--- src/core/mcc_map.vh ---
// register map, field positions, reset values and timing counts
`ifndef MCC_MAP_VH
`define MCC_MAP_VH

// register indices; byte address is four times the index
`define MCC_CSR_IDX        10'h02C
`define MCC_BEEP_IDX       10'h02D
`define MCC_MASK_IDX       10'h02E

// control/status field positions
`define MCC_CSR_CLKOUT     7
`define MCC_CSR_DIV_HI     6
`define MCC_CSR_DIV_LO     5
`define MCC_CSR_SLOW       4
`define MCC_CSR_TB_HI      3
`define MCC_CSR_TB_LO      2
`define MCC_CSR_OIE        1
`define MCC_CSR_FLAG       0

// tone control and interrupt mask field positions
`define MCC_BEEP_HI        1
`define MCC_BEEP_LO        0
`define MCC_MASK_TB        0

// reset values
`define MCC_CSR_RST        8'h00
`define MCC_BEEP_RST       8'h00
`define MCC_MASK_RST       8'h01

// time-base periods in oscillator cycles
`define MCC_TB0_CYC        18'h03E80
`define MCC_TB1_CYC        18'h07D00
`define MCC_TB2_CYC        18'h13880
`define MCC_TB3_CYC        18'h30D40

// tone frequencies at the reference oscillator rate
`define MCC_TONE_REF_HZ    8000000
`define MCC_TONE1_HZ       2000
`define MCC_TONE2_HZ       1000
`define MCC_TONE3_HZ       500
// tone half periods in oscillator cycles at the reference rate
`define MCC_TONE1_HALF     14'h07D0
`define MCC_TONE2_HALF     14'h0FA0
`define MCC_TONE3_HALF     14'h1F40

// bus responses
`define MCC_RESP_OKAY      2'h0
`define MCC_RESP_SLVERR    2'h2

`endif

--- src/core/mcc_unused.v ---
// empty: no further logic
`timescale 1ns/1ns

--- src/core/mcc_top.v ---
// main clock unit: cpu prescaler, clock out, time base, tone, axi-lite regs
//
// The AXI4-Lite interface to the registers was left to the implementer.
`timescale 1ns/1ns
`include "mcc_map.vh"

module mcc_top #(
   parameter [17:0] TB0_CYC    = `MCC_TB0_CYC,
   parameter [17:0] TB1_CYC    = `MCC_TB1_CYC,
   parameter [17:0] TB2_CYC    = `MCC_TB2_CYC,
   parameter [17:0] TB3_CYC    = `MCC_TB3_CYC,
   parameter [13:0] TONE1_HALF = `MCC_TONE1_HALF,
   parameter [13:0] TONE2_HALF = `MCC_TONE2_HALF,
   parameter [13:0] TONE3_HALF = `MCC_TONE3_HALF
) (
   // clock, reset, enable
   input  wire        aclk,
   input  wire        aresetn,
   input  wire        clk_en,
   // axi4-lite write address
   input  wire [11:0] s_axi_awaddr,
   input  wire        s_axi_awvalid,
   output wire        s_axi_awready,
   // axi4-lite write data
   input  wire [31:0] s_axi_wdata,
   input  wire [3:0]  s_axi_wstrb,
   input  wire        s_axi_wvalid,
   output wire        s_axi_wready,
   // axi4-lite write response
   output reg  [1:0]  s_axi_bresp,
   output reg         s_axi_bvalid,
   input  wire        s_axi_bready,
   // axi4-lite read address
   input  wire [11:0] s_axi_araddr,
   input  wire        s_axi_arvalid,
   output wire        s_axi_arready,
   // axi4-lite read data
   output reg  [31:0] s_axi_rdata,
   output reg  [1:0]  s_axi_rresp,
   output reg         s_axi_rvalid,
   input  wire        s_axi_rready,
   // power mode control from the cpu
   input  wire        halt_req,
   input  wire        wake_irq,
   output wire        active_halt,
   output wire        full_halt,
   output wire        wake_req,
   // cpu clock enable
   output wire        cpu_clk_en,
   // clock out pin
   output reg         clock_out_pin_o,
   output wire        clock_out_pin_oe,
   // tone pin
   output reg         tone_pin_o,
   output wire        tone_pin_oe,
   // interrupt
   output wire        irq
);

   // power states
   localparam [1:0] ST_RUN   = 2'h0;
   localparam [1:0] ST_AHALT = 2'h1;
   localparam [1:0] ST_HALT  = 2'h2;

   // register state
   reg        clock_out_select_reg;
   reg [1:0]  slow_clock_divider_reg;
   reg        slow_select_reg;
   reg [1:0]  time_base_select_reg;
   reg        osc_irq_enable_reg;
   reg        time_base_flag_reg;
   reg [1:0]  tone_select_reg;
   reg        irq_mask_reg;
   reg [1:0]  state_reg;
   reg [1:0]  state_next;

   // time base and divider state
   reg [17:0] tb_cnt_reg;
   reg [1:0]  tb_cur_sel_reg;
   reg [17:0] tb_limit;
   reg [3:0]  pre_cnt_reg;
   reg [3:0]  pre_limit;
   reg [13:0] tone_cnt_reg;
   reg [13:0] tone_limit;

   // bus state
   reg        aw_full_reg;
   reg        w_full_reg;
   reg [9:0]  aw_idx_reg;
   reg [7:0]  w_data_reg;
   reg        w_lane0_reg;
   reg [7:0]  rd_mux;
   reg        rd_hit;

   wire       running;
   wire       tb_tick;
   wire       wr_go;
   wire       wr_hit;
   wire       rd_go;
   wire [9:0] ar_idx;
   wire [7:0] csr_value;

   assign running = (state_reg == ST_RUN);
   assign active_halt = (state_reg == ST_AHALT);
   assign full_halt = (state_reg == ST_HALT);

   // bus channel readiness; one write and one read at a time
   assign s_axi_awready = ~aw_full_reg & ~s_axi_bvalid;
   assign s_axi_wready  = ~w_full_reg & ~s_axi_bvalid;
   assign s_axi_arready = ~s_axi_rvalid;
   assign wr_go  = aw_full_reg & w_full_reg & ~s_axi_bvalid;
   assign rd_go  = s_axi_arvalid & s_axi_arready;
   assign ar_idx = s_axi_araddr[11:2];
   assign wr_hit = (aw_idx_reg == `MCC_CSR_IDX) |
                   (aw_idx_reg == `MCC_BEEP_IDX) |
                   (aw_idx_reg == `MCC_MASK_IDX);

   assign csr_value = {clock_out_select_reg, slow_clock_divider_reg,
                       slow_select_reg, time_base_select_reg,
                       osc_irq_enable_reg, time_base_flag_reg};

   // read data select; reserved bits read as zero
   always @* begin
      rd_mux = 8'h00;
      rd_hit = 1'b1;
      case (ar_idx)
         `MCC_CSR_IDX: begin
            rd_mux = csr_value;
         end
         `MCC_BEEP_IDX: begin
            rd_mux = {6'h00, tone_select_reg};
         end
         `MCC_MASK_IDX: begin
            rd_mux = {7'h00, irq_mask_reg};
         end
         default: begin
            rd_hit = 1'b0;
         end
      endcase
   end

   // write address and data latches, taken in either order
   always @(posedge aclk) begin
      if (!aresetn) begin
         aw_full_reg  <= 1'b0;
         w_full_reg   <= 1'b0;
         aw_idx_reg   <= 10'h000;
         w_data_reg   <= 8'h00;
         w_lane0_reg  <= 1'b0;
         s_axi_bvalid <= 1'b0;
         s_axi_bresp  <= `MCC_RESP_OKAY;
      end else if (clk_en) begin
         if (s_axi_awvalid && s_axi_awready) begin
            aw_full_reg <= 1'b1;
            aw_idx_reg  <= s_axi_awaddr[11:2];
         end
         if (s_axi_wvalid && s_axi_wready) begin
            w_full_reg  <= 1'b1;
            w_data_reg  <= s_axi_wdata[7:0];
            w_lane0_reg <= s_axi_wstrb[0];
         end
         if (wr_go) begin
            aw_full_reg  <= 1'b0;
            w_full_reg   <= 1'b0;
            s_axi_bvalid <= 1'b1;
            s_axi_bresp  <= wr_hit ? `MCC_RESP_OKAY : `MCC_RESP_SLVERR;
         end else if (s_axi_bvalid && s_axi_bready) begin
            s_axi_bvalid <= 1'b0;
         end
      end
   end

   // read channel
   always @(posedge aclk) begin
      if (!aresetn) begin
         s_axi_rvalid <= 1'b0;
         s_axi_rdata  <= 32'h00000000;
         s_axi_rresp  <= `MCC_RESP_OKAY;
      end else if (clk_en) begin
         if (rd_go) begin
            s_axi_rvalid <= 1'b1;
            s_axi_rdata  <= {24'h000000, rd_mux};
            s_axi_rresp  <= rd_hit ? `MCC_RESP_OKAY : `MCC_RESP_SLVERR;
         end else if (s_axi_rvalid && s_axi_rready) begin
            s_axi_rvalid <= 1'b0;
         end
      end
   end

   // software registers; writes only land while running
   always @(posedge aclk) begin
      if (!aresetn) begin
         clock_out_select_reg   <= 1'b0;
         slow_clock_divider_reg <= 2'h0;
         slow_select_reg        <= 1'b0;
         time_base_select_reg   <= 2'h0;
         osc_irq_enable_reg     <= 1'b0;
         tone_select_reg        <= 2'h0;
         irq_mask_reg           <= 1'b1;
      end else if (clk_en && wr_go && w_lane0_reg && running) begin
         if (aw_idx_reg == `MCC_CSR_IDX) begin
            clock_out_select_reg   <= w_data_reg[`MCC_CSR_CLKOUT];
            slow_clock_divider_reg <=
               w_data_reg[`MCC_CSR_DIV_HI:`MCC_CSR_DIV_LO];
            slow_select_reg        <= w_data_reg[`MCC_CSR_SLOW];
            time_base_select_reg   <=
               w_data_reg[`MCC_CSR_TB_HI:`MCC_CSR_TB_LO];
            osc_irq_enable_reg     <= w_data_reg[`MCC_CSR_OIE];
         end
         if (aw_idx_reg == `MCC_BEEP_IDX) begin
            tone_select_reg <= w_data_reg[`MCC_BEEP_HI:`MCC_BEEP_LO];
         end
         if (aw_idx_reg == `MCC_MASK_IDX) begin
            irq_mask_reg <= w_data_reg[`MCC_MASK_TB];
         end
      end
   end

   // period length of the selection in force
   always @* begin
      case (tb_cur_sel_reg)
         2'h0: tb_limit = TB0_CYC - 18'h00001;
         2'h1: tb_limit = TB1_CYC - 18'h00001;
         2'h2: tb_limit = TB2_CYC - 18'h00001;
         default: tb_limit = TB3_CYC - 18'h00001;
      endcase
   end

   assign tb_tick = (tb_cnt_reg == tb_limit) & ~full_halt;

   // time-base divider, runs in run and active halt
   always @(posedge aclk) begin
      if (!aresetn) begin
         tb_cnt_reg     <= 18'h00000;
         tb_cur_sel_reg <= 2'h0;
      end else if (clk_en && !full_halt) begin
         if (tb_tick) begin
            tb_cnt_reg     <= 18'h00000;
            tb_cur_sel_reg <= time_base_select_reg;
         end else begin
            tb_cnt_reg <= tb_cnt_reg + 18'h00001;
         end
      end
   end

   // sticky flag; a new period beats a clearing read
   always @(posedge aclk) begin
      if (!aresetn) begin
         time_base_flag_reg <= 1'b0;
      end else if (clk_en) begin
         if (tb_tick) begin
            time_base_flag_reg <= 1'b1;
         end else if (rd_go && running && ar_idx == `MCC_CSR_IDX) begin
            time_base_flag_reg <= 1'b0;
         end
      end
   end

   assign irq = time_base_flag_reg & osc_irq_enable_reg & irq_mask_reg;
   assign wake_req = irq & ~full_halt;

   // power state transitions
   always @* begin
      state_next = state_reg;
      case (state_reg)
         ST_RUN: begin
            if (halt_req) begin
               state_next = osc_irq_enable_reg ? ST_AHALT : ST_HALT;
            end
         end
         ST_AHALT: begin
            if (irq || wake_irq) begin
               state_next = ST_RUN;
            end
         end
         ST_HALT: begin
            if (wake_irq) begin
               state_next = ST_RUN;
            end
         end
         default: begin
            state_next = ST_RUN;
         end
      endcase
   end

   always @(posedge aclk) begin
      if (!aresetn) begin
         state_reg <= ST_RUN;
      end else if (clk_en) begin
         state_reg <= state_next;
      end
   end

   // slow-mode prescaler terminal count
   always @* begin
      case (slow_clock_divider_reg)
         2'h0: pre_limit = 4'h1;
         2'h1: pre_limit = 4'h3;
         2'h2: pre_limit = 4'h7;
         default: pre_limit = 4'hF;
      endcase
   end

   always @(posedge aclk) begin
      if (!aresetn) begin
         pre_cnt_reg <= 4'h0;
      end else if (clk_en) begin
         if (!slow_select_reg || pre_cnt_reg >= pre_limit) begin
            pre_cnt_reg <= 4'h0;
         end else begin
            pre_cnt_reg <= pre_cnt_reg + 4'h1;
         end
      end
   end

   // cpu clock enable, stopped in either halt
   assign cpu_clk_en = running &
                       (~slow_select_reg | (pre_cnt_reg == pre_limit));

   // clock out toggles once per cpu clock
   always @(posedge aclk) begin
      if (!aresetn) begin
         clock_out_pin_o <= 1'b0;
      end else if (clk_en) begin
         if (cpu_clk_en && clock_out_select_reg) begin
            clock_out_pin_o <= ~clock_out_pin_o;
         end else if (!clock_out_select_reg) begin
            clock_out_pin_o <= 1'b0;
         end
      end
   end

   assign clock_out_pin_oe = clock_out_select_reg & ~active_halt &
                             ~full_halt;

   // tone half-period select
   always @* begin
      case (tone_select_reg)
         2'h1: tone_limit = TONE1_HALF - 14'h0001;
         2'h2: tone_limit = TONE2_HALF - 14'h0001;
         default: tone_limit = TONE3_HALF - 14'h0001;
      endcase
   end

   // tone square wave, runs in active halt, frozen in full halt
   always @(posedge aclk) begin
      if (!aresetn) begin
         tone_cnt_reg <= 14'h0000;
         tone_pin_o   <= 1'b0;
      end else if (clk_en && !full_halt) begin
         if (tone_select_reg == 2'h0) begin
            tone_cnt_reg <= 14'h0000;
            tone_pin_o   <= 1'b0;
         end else if (tone_cnt_reg >= tone_limit) begin
            tone_cnt_reg <= 14'h0000;
            tone_pin_o   <= ~tone_pin_o;
         end else begin
            tone_cnt_reg <= tone_cnt_reg + 14'h0001;
         end
      end
   end

   assign tone_pin_oe = (tone_select_reg != 2'h0);

endmodule

--- config.mk ---
export PLATFORM = sky130hd
export DESIGN_NAME = mcc_top
export DESIGN_NICKNAME = d
export VERILOG_FILES = /design/src/core/mcc_unused.v /design/src/core/mcc_top.v
export VERILOG_INCLUDE_DIRS = /design/src /design/src/core
export SDC_FILE = /design/constraint.sdc
export NUM_CORES = 1
export LEC_CHECK = 0
export BUFFER_PORTS_ARGS = -buffer_cell sky130_fd_sc_hd__buf_2
export CORE_MARGIN = 3
export CORE_UTILIZATION = 30
export CTS_CLUSTER_SIZE = 14
export DETAILED_ROUTE_END_ITERATION = 10
export HOLD_SLACK_MARGIN = 0.1
export PLACE_DENSITY_LB_ADDON = 0.08
export SLEW_MARGIN = 20
export SYNTH_ARGS = -nofsm -noshare
export SYNTH_HDL_FRONTEND = slang
export SYNTH_SLANG_ARGS = --single-unit
--- constraint.sdc ---
create_clock -name aclk -period 2.8 [get_ports aclk]
set_input_delay 0.56 -clock aclk [delete_from_list [all_inputs] [get_ports aclk]]
set_output_delay 0.56 -clock aclk [all_outputs]
set_load 0.05 [all_outputs]
* Word-level counts from Yosys, hierarchy flattened
Cells that the tools add are included.
** Word-level totals
- Flip-flop bits (word level) :: 88
- Input port bits :: 70
- Output and inout port bits :: 50
- Word-level logic and storage cells :: 147
** Cells by class
- $add $sub $neg :: 3
- $lt $le $gt $ge :: 2
- Eq/ne operators :: 20
- Mux-type cells :: 30
- Bitwise gates (word level) :: 24
- Reduce and logical (&&, ||, !) cells :: 43
** Operator list (number)
- 10-bit by 6-bit == test with 1-bit output (second input constant) :: 6
- 18-bit one-hot mux with 3 select lines :: 1
- 2-bit AND reduction :: 15
- 14-bit two-way mux :: 2
- 13-bit one-hot mux with 2 select lines :: 1
- 8-bit one-hot mux with 3 select lines :: 1
- 18-bit by 1-bit adder with 18-bit output (second input constant) :: 1
- 18-bit == test :: 1
- 18-bit two-way mux :: 1
- 1-bit two-way mux :: 15
- 14-bit by 1-bit adder with 14-bit output (second input constant) :: 1
- 14-bit greater-or-equal comparator :: 1
- 2-bit nonzero test :: 7
- 1-bit AND :: 12
- 2-bit two-way mux :: 6
- 4-bit one-hot mux with 3 select lines :: 1
- 1-bit logical AND :: 11
- 1-bit inverter :: 9
- 2-bit by 1-bit == test with 1-bit output (second input constant) :: 4
- 2-bit == test (second input constant) :: 4
- 2-bit logical NOT :: 4
- 2-bit one-hot mux with 3 select lines :: 1
- 4-bit by 1-bit adder with 4-bit output (second input constant) :: 1
- 4-bit == test :: 1
- 9 further kinds :: 15

* Longest topological paths before layout
- Word-level depth :: 8
- Depth in mapped cells :: 10
- Mapped depth without buffers :: 9

* Worst setup path after synthesis
No wires, ideal clock.
- Kind :: register -> output
- From :: register slow_clock_divider_reg[1]
- To :: output cpu_clk_en
- Arrival :: 2.049 ns
- Required time :: 2.240 ns
- Path slack :: 0.191 ns
- Stages on the path, launching flop included :: 5
- Path buffers :: 0
- Cell sequence :: dfxtp_1 > nand2_1 > ha_1 > nand4_1 > a21boi_0
** Between the ends
- Cells in the longest elaborated chain, start to end :: 5
- Elaborated cells between the ends (all ways) :: 7
- Those cells by class :: eq/ne (3); mux (1); bitwise (2); reduce/logical (1)
** RTL lines
- start, declared :: RTL line mcc_top.v:67 : reg [1:0] slow_clock_divider_reg;
- start signal, assigned :: RTL line mcc_top.v:203 : slow_clock_divider_reg <=
- 2-bit == test (tied with other cells) :: RTL line mcc_top.v:297 : case (slow_clock_divider_reg)
- 4-bit one-hot mux with 3 select lines * :: RTL line mcc_top.v:297
- 4-bit == test * :: RTL line mcc_top.v:319 : (~slow_select_reg | (pre_cnt_reg == pre_limit));
- 1-bit OR * :: RTL line mcc_top.v:319
- 1-bit AND * :: RTL line mcc_top.v:318 : assign cpu_clk_en = running &
- end, declared :: RTL line mcc_top.v:49 : output wire cpu_clk_en,
Mark *: on every way between the ends. The rest lies on a longest branch, timed or not.

* Worst setup path in the final report
Ends and elaborated chain as after synthesis.

==> metrics.md <==
| Metric | Value |
|---|---|
| Reg power frac | between 40% and 50% |
| Largest register FFs | 18 |
| Critical path's slowest cell | dfxtp_1 |
| Worst-Margin Slew | just over 0.8 ns |
| Vias/cell | approximately 4.7 |
| CTS Sinks | 86 |
| First-pass iteration count of the detailed router | 4 |
| DRC viols | 0 |
| Clock Skew | about 0.0062 ns |
| Yosys top cell area share | between 40% and 50% |
| HPWL Detailed | 7.64 mm |
| Num CTS Buffers | 9 |
| Antenna diodes | 0 |
| # IOs | 120 |
| Synth top area cells | dfxtp_1 41%, nand2_1 6.5%, nor2_1 5.9% |
| Critical Path RT | 2.24 ns |
| Type of the most critical hold path | primary input to register |
| Power share of the clock group | a little under half |
| Fmax | approximately 400 MHz |
| Routed vias | 3,545 |
| Comb pwr share | 9.3% |
| Drt first-iter violations | 145 |
| CP arrival | roughly 1.9 ns |
| Largest area contributor in the netlist | dfxtp_1 |
| Overall routing resource usage | 13.6% |
| Cells after Synth | 508 |
| Fin Setup TNS | 0 ns |
| Crit share post-route | 88.9% |
| Die Wd | 125 um |
| Chip Height | about 120 um |
| Share of cells above drive strength 1 | 17.0% |
| Cts hold-fix bufs | 0 |
| Status | completed |
| Synth warn | 0 |
| Register bit total from synthesis | 86 |
| Power after layout | 2.83 mW |
| Slew headroom | 46.1% |
| Post-synth EDFFs | 0 |
| Unique masters post-synth | 56 |
| CTS tree | done |
| Hold Violations, Final | 0 |
| Seq/Total Area, Yosys | 40.6% |
| Fin crit period | 2.49 ns |
| Unrepaired setup endpoints after global routing | false |
| Core area | 13,500 sq um |
| Final setup fails | 0 |
| Drt wl/cell | roughly 14 um |
| Clk root buf | clkbuf_16 |
| Worst setup SP type | register |
| GRT overflow | 0 |
| Largest net degree at the start of global routing | 47 |
| Routed Antenna Nets | 0 |
| Final nets | 655 |
| Internal power | roughly 2.1 mW |
| Filler instances | between 1,000 and 1,500 |
| Initial antenna violation count | 0 |
| Switching Fraction | 25.3% |
| Reg area | 1720 sq um |
| Cell row count | 42 |
| Total leakage power | 1.92 nW |
| Post-CTS Setup Bufs | 0 |
| Top FF cell, synth | dfxtp_1 |
| CP endpoint kind | primary output |
| Slew Limit Fails | 0 |
| Vias in the first global route | 3,391 |
| Port bufs | a little over 60 |
| Starting Density | 31.4% |
| Kind of critical path | register to primary output |
| Psw | 717 uW |
| First-pass GRT wire length | approximately 17 mm |
| Clk slew on worst S/H paths | 0.06 ns |
| CTS resizes | 0 |
| Die ar. | 15,600 sq um |
| Most common cell in the netlist | dfxtp_1 |
| Skew-Pair Late Insertion Delay | approximately 0.34 ns |
| Drt total wl | around 10 mm |
| Worst Path Buf+Inv | 1 |
| Syn Std Cell Area | 4240 sq um |
| Cells along the critical path | nand2_1 > ha_1 > nand4_1 > a21boi_0 > buf_2 |
| CP max FO | 5 |
| Gpl congestion | around 0.79 |
| Max_cap viols | 0 |
| Syn-to-layout area delta | 17.6% |
| Post-synth top cells | 86 x dfxtp_1, 73 x nand2_1, 67 x nor2_1, 37 x a21oi_1, 26 x buf_4 |
| Crit-path leading delay family | flip-flops |
| Worst vdd ir | approximately 330 uV |
| Pwr dens | 568 nW/um^2 |
| Area occupied by multi-input gates | 2270 sq um |
| Max incr delay on CP | 0.40 ns |
| Clock Path Buffers | 2 |
| Synth Area per Inst | 8.34 sq um |
| CTS H-tree depth | 3 |
| FFs w/ async S/R, synth | 0% |
-- cell usage in the layout (no fill, tap or decap), types with 6 or more instances in the layout --
master / instances
dfxtp_1: 86
nand2_1: 73
nor2_1: 67
buf_2: 62
a21oi_1: 37
conb_1: 26
xnor2_1: 19
inv_1: 17
mux2i_1: 17
ha_1: 13
nor3_1: 12
xor2_1: 12
nand3_1: 11
nand4_1: 10
clkbuf_16: 9
buf_4: 9
and3_1: 7
a22oi_1: 6
-- area by class of cell --
cell class	instances	area share, %
clock buffer	10	4.79
clock inverter	6	1.71
inverter	19	1.43
multi-input combinational	385	45.5
sequential	86	34.5
tap	176	4.42
timing repair buffer	71	7.58
-- worst min-delay path, cell delays in order --
cell,delay (ns)
buf_2,0.09
nand2_1,0.04
a21oi_1,0.05
-- worst paths after layout --
kind                                  endpoint                              startpoint  slack (ns)  depth (start not counted)
hold reg to reg     aw_idx_reg[3]$_SDFFE_PN0P_              aw_idx_reg[3]$_SDFFE_PN0P_        0.45                          2
setup reg to reg  tone_cnt_reg[0]$_SDFFE_PN0P_         tone_select_reg[0]$_SDFFE_PN0P_        0.43                          9
setup / recovery                    cpu_clk_en  slow_clock_divider_reg[1]$_SDFFE_PN0P_        0.31                          5
hold / removal      aw_idx_reg[6]$_SDFFE_PN0P_                         s_axi_awaddr[8]        0.45                          3
-- power groups by stage --
stage / clock network, mW / logic, mW / registers (mW)
6_report: 1.30 / 0.263 / 1.27
5_1_grt: 1.40 / 0.287 / 1.27
3_3_place_gp: 0 / 0.263 / 1.29
4_1_cts: 1.35 / 0.266 / 1.27
3_5_place_dp: 0 / 0.266 / 1.29
2_1_floorplan: 0 / 0.215 / 1.30
-- metrics by stage --
step / std cells / utilization [%] / cell area, sq um / setup WS (ns) / hold WS (ns)
after floorplan: 533 / - / 4330 / 0.191 / 0.431
after global placement: 737 / 34.5 / 4660 / 0.436 / 0.442
after detailed placement: 737 / 34.5 / 4660 / 0.421 / 0.450
after CTS: 753 / 36.9 / 4990 / 0.302 / 0.431
after global routing: 753 / 36.9 / 4990 / 0.137 / 0.436
final: 753 / 36.9 / 4990 / 0.311 / 0.449
-- per-layer routing --
metal  vias up  wire length (um)  global-route usage, %
li1       1816                 -                      -
met1      1637              4840                   16.8
met2        78              4680                   21.6
met3        14               571                   4.97
met4         0               246                   5.17
met5         -                 0                      0
-- cell families (layout without fill, tap and decap cells) --
kind of cell | after synthesis | after routing | synth area share, %
buffers and inverters | 62 | 106 | 8.03
adders and majority gates | 13 | 13 | 3.84
muxes | 18 | 18 | 4.28
xor gates and xnor gates | 31 | 31 | 6.40
and+or+nand+nor | 231 | 231 | 26.9
other | 1 | 26 | 0.0885
DFF | 86 | 86 | 40.6
AOI/OAI and AO/OA | 66 | 66 | 9.80
Power figures use the tool's default switching activity.
